==> src/core/mcs_defines.vh <==
/*
 * constants of the motion command register slave: register addresses,
 * function codes, command bit positions, reset values and frame lengths.
 * assumes inclusion by bare name from the design files.
 */
`ifndef MCS_DEFINES_VH
`define MCS_DEFINES_VH

// register addresses
`define MCS_CMD_ADDR      16'h001e
`define MCS_SPD_ADDR      16'h0502
`define MCS_SPD_ADDR_LO   16'h0503

// function codes and multi-write framing
`define MCS_FN_WRITE_ONE  8'h06
`define MCS_FN_WRITE_MULT 8'h10
`define MCS_MULT_COUNT    16'h0002
`define MCS_MULT_BYTES    8'h04
`define MCS_BCAST_ADDR    8'h00

// frame lengths in bytes, crc excluded
`define MCS_LEN_ONE       4'h6
`define MCS_LEN_MULT      4'hb
`define MCS_BUF_DEPTH     11

// command word bit positions
`define MCS_BIT_EXCITE    13
`define MCS_BIT_HOME      11
`define MCS_BIT_FORWARD_RUN 9
`define MCS_BIT_START     8
`define MCS_SEL_MSB       5
`define MCS_SEL_DATA_ONE  6'h01

// reset values
`define MCS_CMD_RST       16'h0000
`define MCS_SPD_RST       32'h0000_0000

// motion states
`define MCS_ST_IDLE       3'h0
`define MCS_ST_CONT       3'h1
`define MCS_ST_DECEL      3'h2
`define MCS_ST_HOME       3'h3
`define MCS_ST_POS        3'h4

`endif

==> src/core/mcs_bit_edge.v <==
/*
 * rising and falling change detector for one held command bit.
 * assumes the level comes from a register on the same clock.
 */
`timescale 1ns/1ps
module mcs_bit_edge (
	// clock and reset
	input  wire core_clk_in,
	input  wire rst_in,
	// level and its changes
	input  wire level_in,
	output wire rise_out,
	output wire fall_out
);
	reg prev_ff;

	always @(posedge core_clk_in or posedge rst_in) begin
		if (rst_in) begin
			prev_ff <= 1'b0;
		end else begin
			prev_ff <= level_in;
		end
	end

	assign rise_out = level_in & ~prev_ff;
	assign fall_out = ~level_in & prev_ff;
endmodule

==> src/core/mcs_slave.v <==
/*
 * motion command register slave: takes checked rtu frame bytes, applies
 * single and multiple register writes to the command word and the speed
 * of data one, and sequences continuous, homing and positioning moves.
 * assumes framing, silent interval and crc are checked upstream on the
 * same clock, and the drive reports the end of each move with a pulse.
 */
// Summary of operation
// - Command word sits at 001Eh, set by function 06h, and bit 2000h holds excitation on.
// - Command bits 13, 11, 9 and 8 are flags and bits 5-0 select the data, so 2201h means excite, forward run, data one.
// - A rising forward run bit with excitation on starts forward continuous run at the speed of data one if data one is selected, else at zero speed.
// - Speed of data one is 32 bits at 0502h and 0503h, upper word first.
// - A function 10h write with count 2 and byte count 4 loads the speed entry.
// - A falling forward run bit during continuous run gives a deceleration stop.
// - A rising home bit with excitation on starts the return to home.
// - A rising start bit with excitation on starts positioning of the selected data.
`timescale 1ns/1ps
`include "mcs_defines.vh"
module mcs_slave #(
	parameter [7:0] SLAVE_ADDR = 8'h01
) (
	// clock and reset
	input  wire        core_clk_in,
	input  wire        rst_in,
	// frame bytes from the rtu receiver
	input  wire [7:0]  rx_data_in,
	input  wire        rx_valid_in,
	input  wire        rx_end_in,
	input  wire        rx_crc_ok_in,
	// move completion from the drive
	input  wire        decel_done_in,
	input  wire        home_done_in,
	input  wire        pos_done_in,
	// reply strobes to the transmitter
	output reg         reply_ok_out,
	output reg         reply_err_out,
	output reg  [7:0]  reply_func_out,
	// drive control
	output reg         excite_out,
	output reg  [2:0]  motion_state_out,
	output reg  [31:0] run_speed_out,
	output reg  [5:0]  data_select_out,
	// register contents
	output reg  [15:0] motion_command_word_out,
	output reg  [31:0] speed_of_data_one_out
);
	reg  [7:0]  buf_ff [0:`MCS_BUF_DEPTH-1];
	reg  [3:0]  cnt_ff;
	reg         ovf_ff;
	reg  [15:0] cmd_ff;
	reg  [31:0] spd_ff;
	reg  [2:0]  st_ff;
	reg  [2:0]  nxt_st;
	integer     i;

	wire [7:0]  func     = buf_ff[1];
	wire [15:0] reg_addr = {buf_ff[2], buf_ff[3]};
	wire [15:0] wr_val   = {buf_ff[4], buf_ff[5]};
	wire        addr_hit = (buf_ff[0] == SLAVE_ADDR) || (buf_ff[0] == `MCS_BCAST_ADDR);
	wire        bcast    = (buf_ff[0] == `MCS_BCAST_ADDR);
	wire        take     = rx_end_in & rx_crc_ok_in & ~ovf_ff & addr_hit;
	wire        one_ok   = (func == `MCS_FN_WRITE_ONE) && (cnt_ff == `MCS_LEN_ONE);
	wire        mult_ok  = (func == `MCS_FN_WRITE_MULT) && (cnt_ff == `MCS_LEN_MULT) &&
		(wr_val == `MCS_MULT_COUNT) && (buf_ff[6] == `MCS_MULT_BYTES);
	wire        hit_cmd  = one_ok && (reg_addr == `MCS_CMD_ADDR);
	wire        hit_shi  = one_ok && (reg_addr == `MCS_SPD_ADDR);
	wire        hit_slo  = one_ok && (reg_addr == `MCS_SPD_ADDR_LO);
	wire        hit_mult = mult_ok && (reg_addr == `MCS_SPD_ADDR);
	wire        hit_any  = hit_cmd | hit_shi | hit_slo | hit_mult;

	wire        excite   = cmd_ff[`MCS_BIT_EXCITE];
	wire [5:0]  sel      = cmd_ff[`MCS_SEL_MSB:0];
	wire        forward_run_rise;
	wire        forward_run_fall;
	wire        home_rise;
	wire        start_rise;

	// frame byte capture
	always @(posedge core_clk_in or posedge rst_in) begin
		if (rst_in) begin
			cnt_ff <= 4'h0;
			ovf_ff <= 1'b0;
			for (i = 0; i < `MCS_BUF_DEPTH; i = i + 1) begin
				buf_ff[i] <= 8'h00;
			end
		end else if (rx_end_in) begin
			cnt_ff <= 4'h0;
			ovf_ff <= 1'b0;
		end else if (rx_valid_in) begin
			if (cnt_ff == `MCS_LEN_MULT) begin
				ovf_ff <= 1'b1;
			end else begin
				buf_ff[cnt_ff] <= rx_data_in;
				cnt_ff         <= cnt_ff + 4'h1;
			end
		end
	end

	// register writes and replies
	always @(posedge core_clk_in or posedge rst_in) begin
		if (rst_in) begin
			cmd_ff         <= `MCS_CMD_RST;
			spd_ff         <= `MCS_SPD_RST;
			reply_ok_out   <= 1'b0;
			reply_err_out  <= 1'b0;
			reply_func_out <= 8'h00;
		end else begin
			reply_ok_out  <= take & hit_any & ~bcast;
			reply_err_out <= take & ~hit_any & ~bcast;
			if (take) begin
				reply_func_out <= func;
			end
			if (take && hit_cmd) begin
				cmd_ff <= wr_val;
			end
			if (take && hit_shi) begin
				spd_ff[31:16] <= wr_val;
			end
			if (take && hit_slo) begin
				spd_ff[15:0] <= wr_val;
			end
			if (take && hit_mult) begin
				spd_ff <= {buf_ff[7], buf_ff[8], buf_ff[9], buf_ff[10]};
			end
		end
	end

	// changes of run, home and start bits
	mcs_bit_edge u_forward_run_edge (
		.core_clk_in (core_clk_in),
		.rst_in      (rst_in),
		.level_in    (cmd_ff[`MCS_BIT_FORWARD_RUN]),
		.rise_out    (forward_run_rise),
		.fall_out    (forward_run_fall)
	);

	mcs_bit_edge u_home_edge (
		.core_clk_in (core_clk_in),
		.rst_in      (rst_in),
		.level_in    (cmd_ff[`MCS_BIT_HOME]),
		.rise_out    (home_rise),
		.fall_out    ()
	);

	mcs_bit_edge u_start_edge (
		.core_clk_in (core_clk_in),
		.rst_in      (rst_in),
		.level_in    (cmd_ff[`MCS_BIT_START]),
		.rise_out    (start_rise),
		.fall_out    ()
	);

	// motion sequencing
	always @* begin
		nxt_st = st_ff;
		case (st_ff)
			`MCS_ST_IDLE: begin
				if (excite && forward_run_rise) begin
					nxt_st = `MCS_ST_CONT;
				end else if (excite && home_rise) begin
					nxt_st = `MCS_ST_HOME;
				end else if (excite && start_rise) begin
					nxt_st = `MCS_ST_POS;
				end
			end
			`MCS_ST_CONT: begin
				if (forward_run_fall) begin
					nxt_st = `MCS_ST_DECEL;
				end
			end
			`MCS_ST_DECEL: begin
				if (decel_done_in) begin
					nxt_st = `MCS_ST_IDLE;
				end
			end
			`MCS_ST_HOME: begin
				// home bit not needed to continue
				if (home_done_in) begin
					nxt_st = `MCS_ST_IDLE;
				end
			end
			`MCS_ST_POS: begin
				if (pos_done_in) begin
					nxt_st = `MCS_ST_IDLE;
				end
			end
			default: begin
				nxt_st = `MCS_ST_IDLE;
			end
		endcase
		if (!excite) begin
			nxt_st = `MCS_ST_IDLE;
		end
	end

	always @(posedge core_clk_in or posedge rst_in) begin
		if (rst_in) begin
			st_ff                   <= `MCS_ST_IDLE;
			excite_out              <= 1'b0;
			motion_state_out        <= `MCS_ST_IDLE;
			run_speed_out           <= `MCS_SPD_RST;
			data_select_out         <= 6'h00;
			motion_command_word_out <= `MCS_CMD_RST;
			speed_of_data_one_out   <= `MCS_SPD_RST;
		end else begin
			st_ff                   <= nxt_st;
			motion_state_out        <= nxt_st;
			excite_out              <= excite;
			data_select_out         <= sel;
			motion_command_word_out <= cmd_ff;
			speed_of_data_one_out   <= spd_ff;
			// speed of data one at start if data one is selected, else zero
			if (st_ff == `MCS_ST_IDLE && nxt_st != `MCS_ST_IDLE) begin
				run_speed_out <= (sel == `MCS_SEL_DATA_ONE) ? spd_ff : `MCS_SPD_RST;
			end
		end
	end
endmodule
==> config.mk <==
export PLATFORM = sky130hd
export DESIGN_NAME = mcs_slave
export DESIGN_NICKNAME = d
export VERILOG_FILES = /design/src/core/mcs_bit_edge.v /design/src/core/mcs_slave.v
export VERILOG_INCLUDE_DIRS = /design/src /design/src/core
export SDC_FILE = /design/constraint.sdc
export NUM_CORES = 1
export LEC_CHECK = 0
export BUFFER_PORTS_ARGS = -buffer_cell sky130_fd_sc_hd__buf_4
export CAP_MARGIN = 10
export CORE_MARGIN = 1
export CORE_UTILIZATION = 52
export CTS_CLUSTER_DIAMETER = 200
export DETAILED_ROUTE_END_ITERATION = 10
export PLACE_DENSITY = 0.86
export SLEW_MARGIN = 20
export SYNTH_ARGS = -nofsm -noshare
export SYNTH_HDL_FRONTEND = slang
export SYNTH_SLANG_ARGS = --single-unit
==> constraint.sdc <==
create_clock -name core_clk_in -period 6.96 [get_ports core_clk_in]
set_input_delay 0.348 -clock core_clk_in [delete_from_list [all_inputs] [get_ports core_clk_in]]
set_output_delay 0.348 -clock core_clk_in [all_outputs]
set_load 0.005 [all_outputs]
==> results of run 1 <==
state kept, by name, indices dropped and copies added (netlist names):
signal / cells
cmd_ff: 16
reply_err_out: 1
spd_ff: 32
reply_func_out: 8
run_speed_out: 32
cnt_ff: 4
ovf_ff: 1
reply_ok_out: 1
func: 8
motion_command_word_out: 16
st_ff: 3
speed_of_data_one_out: 32
buf_ff: 80
critical path, cell delays in order, from the launching register on:
cell	delay (ns)
dfrtp_1	0.39
or4_4	0.57
nor4_4	0.37
nand4_1	0.24
nor3_4	0.69
mux2_2	0.42
cells in the final DEF, fill, tap and decap left out, drive strengths merged, types with 7 or more instances in the layout:
cell type,instances
a21oi,33
nand4,7
o21ai,33
nor4b,7
clkbuf,31
nand2b,7
nor2,9
nand3,10
a22o,32
nand2,41
buf,121
nor4,9
mux2,112
dfrtp,234
where the power goes:
| part | switching [mW] | internal (mW) | total, mW |
|---|---|---|---|
| sequential | 0.0623 | 1.43 | 1.49 |
| combinational | 0.0933 | 0.0934 | 0.187 |
| clock | 0.506 | 0.733 | 1.24 |
cell families after synthesis:
kind of cell    count (synthesis)  synth area share [%]
compound gates                106                 8.042
fa+ha+maj                       4                0.5654
mux                           113                 14.36
xor+xnor                        3                0.2969
buf+inv                        46                 2.770
simple gates                  120                 7.816
flops                         234                 66.15
final cells by class:
type | instances | area [sq um] | area share (%)
clock inverter | 9 | 100.1 | 0.9435
inverter | 4 | 27.53 | 0.2595
timing repair buffer | 121 | 928.4 | 8.751
multi-input combinational | 346 | 2766 | 26.08
tap | 220 | 275.3 | 2.595
sequential | 234 | 5856 | 55.20
clock buffer | 31 | 655.6 | 6.180
metrics by stage:
stage | util (%) | area, sq um | worst slack, ns | power, mW | hold slack, ns
3_3_place_gp | 59.18 | 9814 | 4.104 | 1.684 | 0.3666
4_1_cts | 63.74 | 10570 | 3.890 | 2.931 | 0.05545
2_1_floorplan | - | 8852 | 0.1940 | 1.623 | 0.3501
3_5_place_dp | 59.18 | 9814 | 3.927 | 1.703 | 0.3710
5_1_grt | 63.97 | 10610 | 4.018 | 3.009 | 0.02635
6_report | 63.97 | 10610 | 4.148 | 2.921 | -0.01474
worst paths after layout:
check / to / slack [ns] / cells after the start
worst min register to register: motion_command_word_out[15] / 0.39 / 0
min in group core_clk_in: cnt_ff[0] / 0.07 / 2
worst min-delay path: reply_err_out / -0.01 / 2
max in group asynchronous: run_speed_out[19] / 5.79 / 4
worst max register to register: cmd_ff[4] / 4.15 / 5
worst max-delay path: cmd_ff[4] / 4.15 / 5
per-layer routing:
metal  vias up  wire length [um]  global-route usage, %
li1       2438                 -                      -
met1      2891              8067                  30.72
met3        41              1142                  3.410
met4         0               553                  8.557
met2       188             10480                  40.35
met5         -                 0                      0
==> results.cfg, run 1 <==
[global_route]
grt_max_degree = 154
overflow = 0
grt_pass1_vias = 5954
grt_usage_pct = 23.54
grt_first_pass_wirelength_mm = 32.31
antenna_found_initial = 0

[clock_network]
clk_pin_slew_ns = 0.06
postCtsResizedCells = 0
cts.sinks = 234
cts_tree = built
clockBufferDepth = 3
cts_hold_buf = 0
postCtsSetupRepairBufs = 0
htree_levels = 1
clock_latency_ns = 0.50
cts_made_buffers = 23
root_buffer = clkbuf_16

[synth]
post-synth-top-count-cell = dfrtp_1
synth_seq_cells = 234
synth_ff_type = dfrtp_1
syn_area_per_cell_sq_um = 14.14
netlist_top_cells_area = dfrtp_1 66%, mux2_2 14%, a22o_1 3.2%
synth_common_cells = 234 x dfrtp_1, 112 x mux2_2, 41 x nand2_1
yosysWarnings = 0
syn_nets = 646
synth_edf_count = 0
synthesis.area_sq_mm = 0.008852
synth_async_sr_flop_share_pct = 100.0
postSynthCellCount = 626
synth_cell_types = 46
synth_top_area_share_pct = 66.15
ys_seq_area_share_pct = 66.15
synth_top_cell_by_area = dfrtp_1

[route]
first_pass_iters = 4
via_per_inst = 5.760
initialDrtViolationCount = 475
totalWireLength_mm = 20.24
vias = 5558
drc_errors = 0
ant_nets = 0
post_drt_wl_per_cell_um = 20.98

[layout]
antennaDiodeCount = 0
stdcell_count = 965
drive_gt1_share_pct = 39.19
area_growth_pct = 19.84
fill_cells = 1159
nNetsFinal = 750

[sta]
setup_violations = 0
rsz0062_at_grt = no
slew_violations = 0
worst_slew_pin_slew_ns = 0.8905
fmaxAchievable_mhz = 355.7
finalCriticalPeriod_ns = 2.812
finalHoldViolCount = 8
fin_worst_skew_ns = 0.01726
slew_headroom_pct = 40.08
post-route-period-util_pct = 40.40
final.setup.tns_ns = 0
whs_ns = -0.01474

[die]
pin_count = 116
std_cell_rows = 47
start_util_pct = 53.38
die_w_um = 132.5
die_h_um = 132.5
coreArea_sq_mm = 0.01658
die-area_sq_mm = 0.01755

[setup_path]
crit_arrival_ns = 3.19
r2r-start = func[3]
critPathLaunchType = flip-flop
crit_path_start = func[3]
required_ns = 7.34
crit_type = flip-flop to flip-flop
crit_path_end_kind = flip-flop
cp_max_fo = 16

[placed_design]
io_buffers = 115
post-dp-hpwl_mm = 12.95
place_congestion = 0.8684
place_inst = 924

[outcome]
failed_checks = hold timing
outcome = finished, violations left

[flow_run]
cap_viol_max_count = 0

[power_and_ir_drop]
leakagePower_nw = 5.277
pwr_density_cell_mw_per_mm2 = 275.3
ir_worst_vdd_mv = 0.1719

[worst_hold_path]
hp-class = input pin to asynchronous set/reset pin
No activity file was read; power rests on OpenSTA's default activity.
==> inputs of run 2 (changes only) <==
==> constraint.sdc (replaced) <==
create_clock -name core_clk_in -period 2.5 [get_ports core_clk_in]
set_input_delay 0.125 -clock core_clk_in [delete_from_list [all_inputs] [get_ports core_clk_in]]
set_output_delay 0.125 -clock core_clk_in [all_outputs]
set_load 0.005 [all_outputs]
==> results.cfg, run 2 (synthesis results as in run 1) <==
[outcome]
outcome = finished, violations left
failed_checks = setup timing

[layout]
antennaDiodeCount = 0
nNetsFinal = 782
largest_reg_flops = 80
stdcell_count = 997
top_register = buf_ff
final_cell_area_sq_mm = 0.01105
layout_commonest_cell = dfrtp_1
drive_gt1_share_pct = 43.50
final_cell_mix = 233 x dfrtp_1, 135 x buf_4, 112 x mux2_2, 41 x nand2_1, 32 x a22o_1
area_growth_pct = 24.83
fin_util_pct = 66.64

[setup_path]
crit_type = flip-flop to flip-flop
crit_path_end_kind = flip-flop
crit_path_frequent_cell = or4_4
crit_arrival_ns = 3.00
critPathLaunchType = flip-flop
worstPathCellList = or4_4 > or2_4 > or4_4 > nor4_4 > buf_6 > clkbuf_16 > a21oi_1 > o21ai_2
cp_max_fo = 15
required_ns = 2.92
cp_num_buf_inv = 2
path_depth = 8
cp_slowest_cell = or4_4
slowest_delay_ns = 0.53
r2r_cells = 8
cp_top_family = simple AND/OR/NAND/NOR gates

[route]
via_per_inst = 5.875
first_pass_iters = 5
vias = 5857
ant_nets = 0
initialDrtViolationCount = 373
post_drt_wl_per_cell_um = 21.51
totalWireLength_mm = 21.44
drc_errors = 0

[clock_network]
cts_tree = built
clk_pin_slew_ns = 0.06
cts_made_buffers = 23
htree_levels = 1
clock_latency_ns = 0.51
clockBufferDepth = 3
cts.sinks = 234
root_buffer = clkbuf_16

[power_and_ir_drop]
p_sw_mw = 1.834
p_int_mw = 6.193
pwr_density_cell_mw_per_mm2 = 726.3
switching_share_pct = 22.85
ir_worst_vdd_mv = 0.5916
leakagePower_nw = 5.456
power_frac_clock_pct = 40.8
power_frac_seq_pct = 51.8
p_comb_share_pct = 7.4

[die]
start_util_pct = 53.38
pin_count = 116
die-area_sq_mm = 0.01755
coreArea_sq_mm = 0.01658
std_cell_rows = 47
die_w_um = 132.5
die_h_um = 132.5

[sta]
finalCriticalPeriod_ns = 2.581
slew_headroom_pct = 48.88
setup_violations = 29
slew_violations = 0
setup_ws_ns = -0.08104
fmaxAchievable_mhz = 387.4
fin_worst_skew_ns = 0.01471
worst_slew_pin_slew_ns = 0.7652
rsz0062_at_grt = yes
finalHoldViolCount = 0
final.setup.tns_ns = -0.6943
post-route-period-util_pct = 103.2

[placed_design]
place_congestion = 0.8389
io_buffers = 115
place_area_sq_mm = 0.01003
place_inst = 942
pre_cts_ws_ns = -0.02303
post-dp-hpwl_mm = 13.76

[worst_hold_path]
holdPathStages = 2
hp-class = input pin to flip-flop

[global_route]
grt.met2_usage_pct = 41.96
antenna_found_initial = 0
grt_max_degree = 78
grt_first_pass_wirelength_mm = 33.35
overflow = 0
grt_usage_pct = 24.32
use_met1_pct = 30.54
grt_pass1_vias = 6174
use_met3_pct = 4.100
top_usage_layer = met2

[flow_run]
cap_viol_max_count = 0
[run 2: worst register-to-register path, cell delays in order, from the launching register on]
cell       delay (ns)
dfrtp_1          0.41
or4_4            0.53
or2_4            0.26
or4_4            0.44
nor4_4           0.25
buf_6            0.18
clkbuf_16        0.18
a21oi_1          0.10
o21ai_2          0.14
[run 2: area by class of cell]
class                      instances  area [sq um]
inverter                           4         18.77
fill                            1103          5533
sequential                       234          5857
multi-input combinational        346          2882
timing repair buffer             153          1295
clock buffer                      34         686.9
clock inverter                     6         36.28
tap                              220         275.3
[run 2: layer usage]
layer / routed length [um] / part of all wire (%) / up-vias
met3: 1365 / 6.4 / 78
met4: 890 / 4.2 / 0
met2: 10960 / 51 / 278
li1: - / - / 2504
met1: 8231 / 38 / 2997
met5: 0 / 0 / -
[run 2: metrics by stage]
stage	hold WS [ns]	power, mW
after floorplan	0.2767	4.519
after global placement	0.2896	4.715
after detailed placement	0.2951	4.772
after CTS	0.0002958	8.034
after global routing	0.01572	8.269
final	0.02643	8.026
[run 2: final timing paths]
path	from	to	slack (ns)
min in group asynchronous	rst_in	buf_ff[1]	0.31
min	rx_data_in[2]	buf_ff[58]	0.03
min reg2reg	cmd_ff[10]	motion_command_word_out[10]	0.38
max in group asynchronous	rst_in	buf_ff[4]	1.37
max reg2reg	func[3]	spd_ff[4]	-0.08
max	func[3]	spd_ff[4]	-0.08
[run 2: timing repair]
action	4_1_cts	5_1_grt
endpoints found under the hold margin	43	0
pin swaps	0	25
setup endpoints to repair	17	34
cloned	0	2
gates resized for setup	1	28
hold buffers	8	0
setup buffers	0	5
[run 2: power by group through the flow]
stage	Clock [mW]	Combinational [mW]	Sequential, mW
after floorplan	0	0.353	4.17
after global placement	0	0.524	4.19
after detailed placement	0	0.558	4.21
after CTS	3.31	0.575	4.15
after global routing	3.45	0.648	4.17
final	3.27	0.596	4.16
==> inputs of run 3 (changes only) <==
--- a/config.mk
+++ b/config.mk
@@ -6,13 +6,14 @@
 export SDC_FILE = /design/constraint.sdc
 export NUM_CORES = 1
 export LEC_CHECK = 0
+export ABC_AREA = 1
 export BUFFER_PORTS_ARGS = -buffer_cell sky130_fd_sc_hd__buf_4
 export CAP_MARGIN = 10
 export CORE_MARGIN = 1
-export CORE_UTILIZATION = 52
+export CORE_UTILIZATION = 46
 export CTS_CLUSTER_DIAMETER = 200
 export DETAILED_ROUTE_END_ITERATION = 10
-export PLACE_DENSITY = 0.86
+export PLACE_DENSITY = 0.78
 export SLEW_MARGIN = 20
 export SYNTH_ARGS = -nofsm -noshare
 export SYNTH_HDL_FRONTEND = slang
==> results.cfg, run 3 <==
[setup_path]
r2r_cells = 9
worstPathCellList = ha_1 > inv_1 > nor2_1 > nand3_1 > nor2_1 > nand4_2 > nand2_2 > nand2_1 > nand2_1
critPathLaunchType = flip-flop
crit_type = flip-flop to flip-flop
crit_arrival_ns = 2.76
cp_num_buf_inv = 1
path_depth = 9
required_ns = 2.94
slowest_delay_ns = 0.43
rr_endpoint = spd_ff[13]
r2r-start = cnt_ff[0]
cp_max_fo = 16
reg2reg_slack_ns = 0.18
crit_end = spd_ff[13]
cp_top_family = simple AND/OR/NAND/NOR gates
crit_path_end_kind = flip-flop
crit_path_start = cnt_ff[0]
cp_slowest_cell = dfrtp_1

[sta]
slew_headroom_pct = 51.01
finalHoldViolCount = 0
final.setup.tns_ns = 0
setup_ws_ns = 0.1813
setup_violations = 0
post-route-period-util_pct = 92.75
fmaxAchievable_mhz = 431.3
slew_violations = 0
finalCriticalPeriod_ns = 2.319
fin_worst_skew_ns = 0.02388
whs_ns = 0.04125
worst_slew_pin_slew_ns = 0.7349
rsz0062_at_grt = no

[route]
vias = 8117
initialDrtViolationCount = 689
wl_met2_mm = 11.42
wl_met1_mm = 10.80
totalWireLength_mm = 24.29
via_per_inst = 5.240
ant_nets = 0
first_pass_iters = 5
post_drt_wl_per_cell_um = 15.68
topRoutingLayerUsed = met4
dr_wl_met3_mm = 1.421
drc_errors = 0

[layout]
antennaDiodeCount = 0
top_register = buf_ff
stdcell_count = 1549
drive_gt1_share_pct = 14.60
layout_commonest_cell = nand2_1
area_growth_pct = 20.39
final_cell_mix = 378 x nand2_1, 234 x dfrtp_1, 132 x buf_4, 117 x o21ai_0
nNetsFinal = 1280
largest_reg_flops = 80
fin_util_pct = 56.48

[outcome]
outcome = finished clean

[clock_network]
root_buffer = clkbuf_16
htree_levels = 1
clock_latency_ns = 0.52
cts_tree = built
postCtsResizedCells = 0
cts.sinks = 234
cts_made_buffers = 24
clk_pin_slew_ns = 0.06
clockBufferDepth = 3

[die]
die_w_um = 148.2
coreArea_sq_mm = 0.02096
std_cell_rows = 53
die-area_sq_mm = 0.02196
start_util_pct = 46.92
pin_count = 116
die_h_um = 148.2

[placed_design]
place_inst = 1497
post-dp-hpwl_mm = 15.72
place_congestion = 0.8958
io_buffers = 115
pre_cts_ws_ns = 0.3654

[global_route]
grt_max_degree = 133
overflow = 0
grt_first_pass_wirelength_mm = 39.76
grt_pass1_vias = 7727
grt_usage_pct = 22.70
antenna_found_initial = 0

[synth]
ys_seq_area_share_pct = 59.56
post-synth-top-count-cell = nand2_1
synth_cell_types = 25
yosysWarnings = 0
syn_area_per_cell_sq_um = 8.557
netlist_top_cells_area = dfrtp_1 60%, nand2_1 14%, o21ai_0 6.0%
postSynthCellCount = 1149
synth_async_sr_flop_share_pct = 100.0
synth_common_cells = 378 x nand2_1, 234 x dfrtp_1, 117 x o21ai_0
synth_ff_type = dfrtp_1
synthesis.area_sq_mm = 0.009832
synth_top_area_share_pct = 59.56
syn_nets = 1169
synth_seq_cells = 234
synth_top_cell_by_area = dfrtp_1
synth_edf_count = 0

[power_and_ir_drop]
leakagePower_nw = 6.078
pwr_density_cell_mw_per_mm2 = 716.3
ir_worst_vdd_mv = 0.4012

[flow_run]
cap_viol_max_count = 0

[worst_hold_path]
hp-class = input pin to flip-flop
[run 3: cell count changes in the layout (fill, tap and decap cells not counted), sizes merged, moves of 8 or more]
cell / change
o21ai: +84
a21oi: -29
nor2: +98
inv: +98
buf: -8
nand3: +71
mux2: -112
a22o: -32
nand4: +33
nand2: +339
[run 3: cells by family after synthesis]
family | after synthesis | share of synthesized area, %
xor gates and xnor gates | 2 | 0.1782
adders and majority gates | 4 | 0.5091
and+or+nand+nor | 623 | 26.69
DFF | 234 | 59.56
buffers and inverters | 165 | 6.910
AOI/OAI and AO/OA | 121 | 6.159
[run 3: per-layer routing]
metal	GRT usage, %	up-vias
li1	-	3850
met1	31.77	3948
met2	36.53	270
met3	3.098	49
met4	7.629	0
met5	0	-
[run 3: cell type report]
| class | count | area [sq um] |
|---|---|---|
| repair buffers | 147 | 1171 |
| flip-flops and latches | 234 | 5856 |
| fillers | 1856 | 9119 |
| clock buffers | 32 | 681.9 |
| multi-input cells | 750 | 3299 |
| inverters | 103 | 390.4 |
| well taps | 275 | 344.1 |
| clock inverters | 8 | 93.84 |
[run 3: worst min-delay path by stage]
stage,start,to,slack (ns),cells after the start
4_1_cts,home_done_in,st_ff[1],0.03,6
6_report,home_done_in,st_ff[1],0.04,6
3_3_place_gp,rst_in,cmd_ff[9],0.32,3
3_5_place_dp,rst_in,cmd_ff[9],0.32,3
2_1_floorplan,rx_end_in,ovf_ff,0.19,1
5_1_grt,home_done_in,st_ff[1],0.05,6
[run 3: through the flow]
stage               power [mW]  area, sq um
CTS                      8.537        11840
detailed placement       5.004        10940
global route             8.810        11840
finish                   8.478        11840
global placement         4.974        10940
floorplan                4.655         9836
[run 3: what timing repair did]
action	4_1_cts	5_1_grt
endpoints found under the hold margin	322	0
setup buffers	0	0
hold buffers	12	0
[run 3: power by group]
group / internal (mW) / leakage (nW) / total (mW) / switching [mW]
sequential: 4.02 / 3.09 / 4.15 / 0.132
clock: 2.11 / 0.386 / 3.53 / 1.42
combinational: 0.276 / 2.61 / 0.794 / 0.518
[run 3: worst register-to-register path, delay by kind of cell (launching register included)]
kind / cells / cell delay [ns]
AND/OR/NAND/NOR: 7 / 1.52
buffers and inverters: 1 / 0.05
adder cells (fa/ha/maj): 1 / 0.24
flip-flops: 1 / 0.43
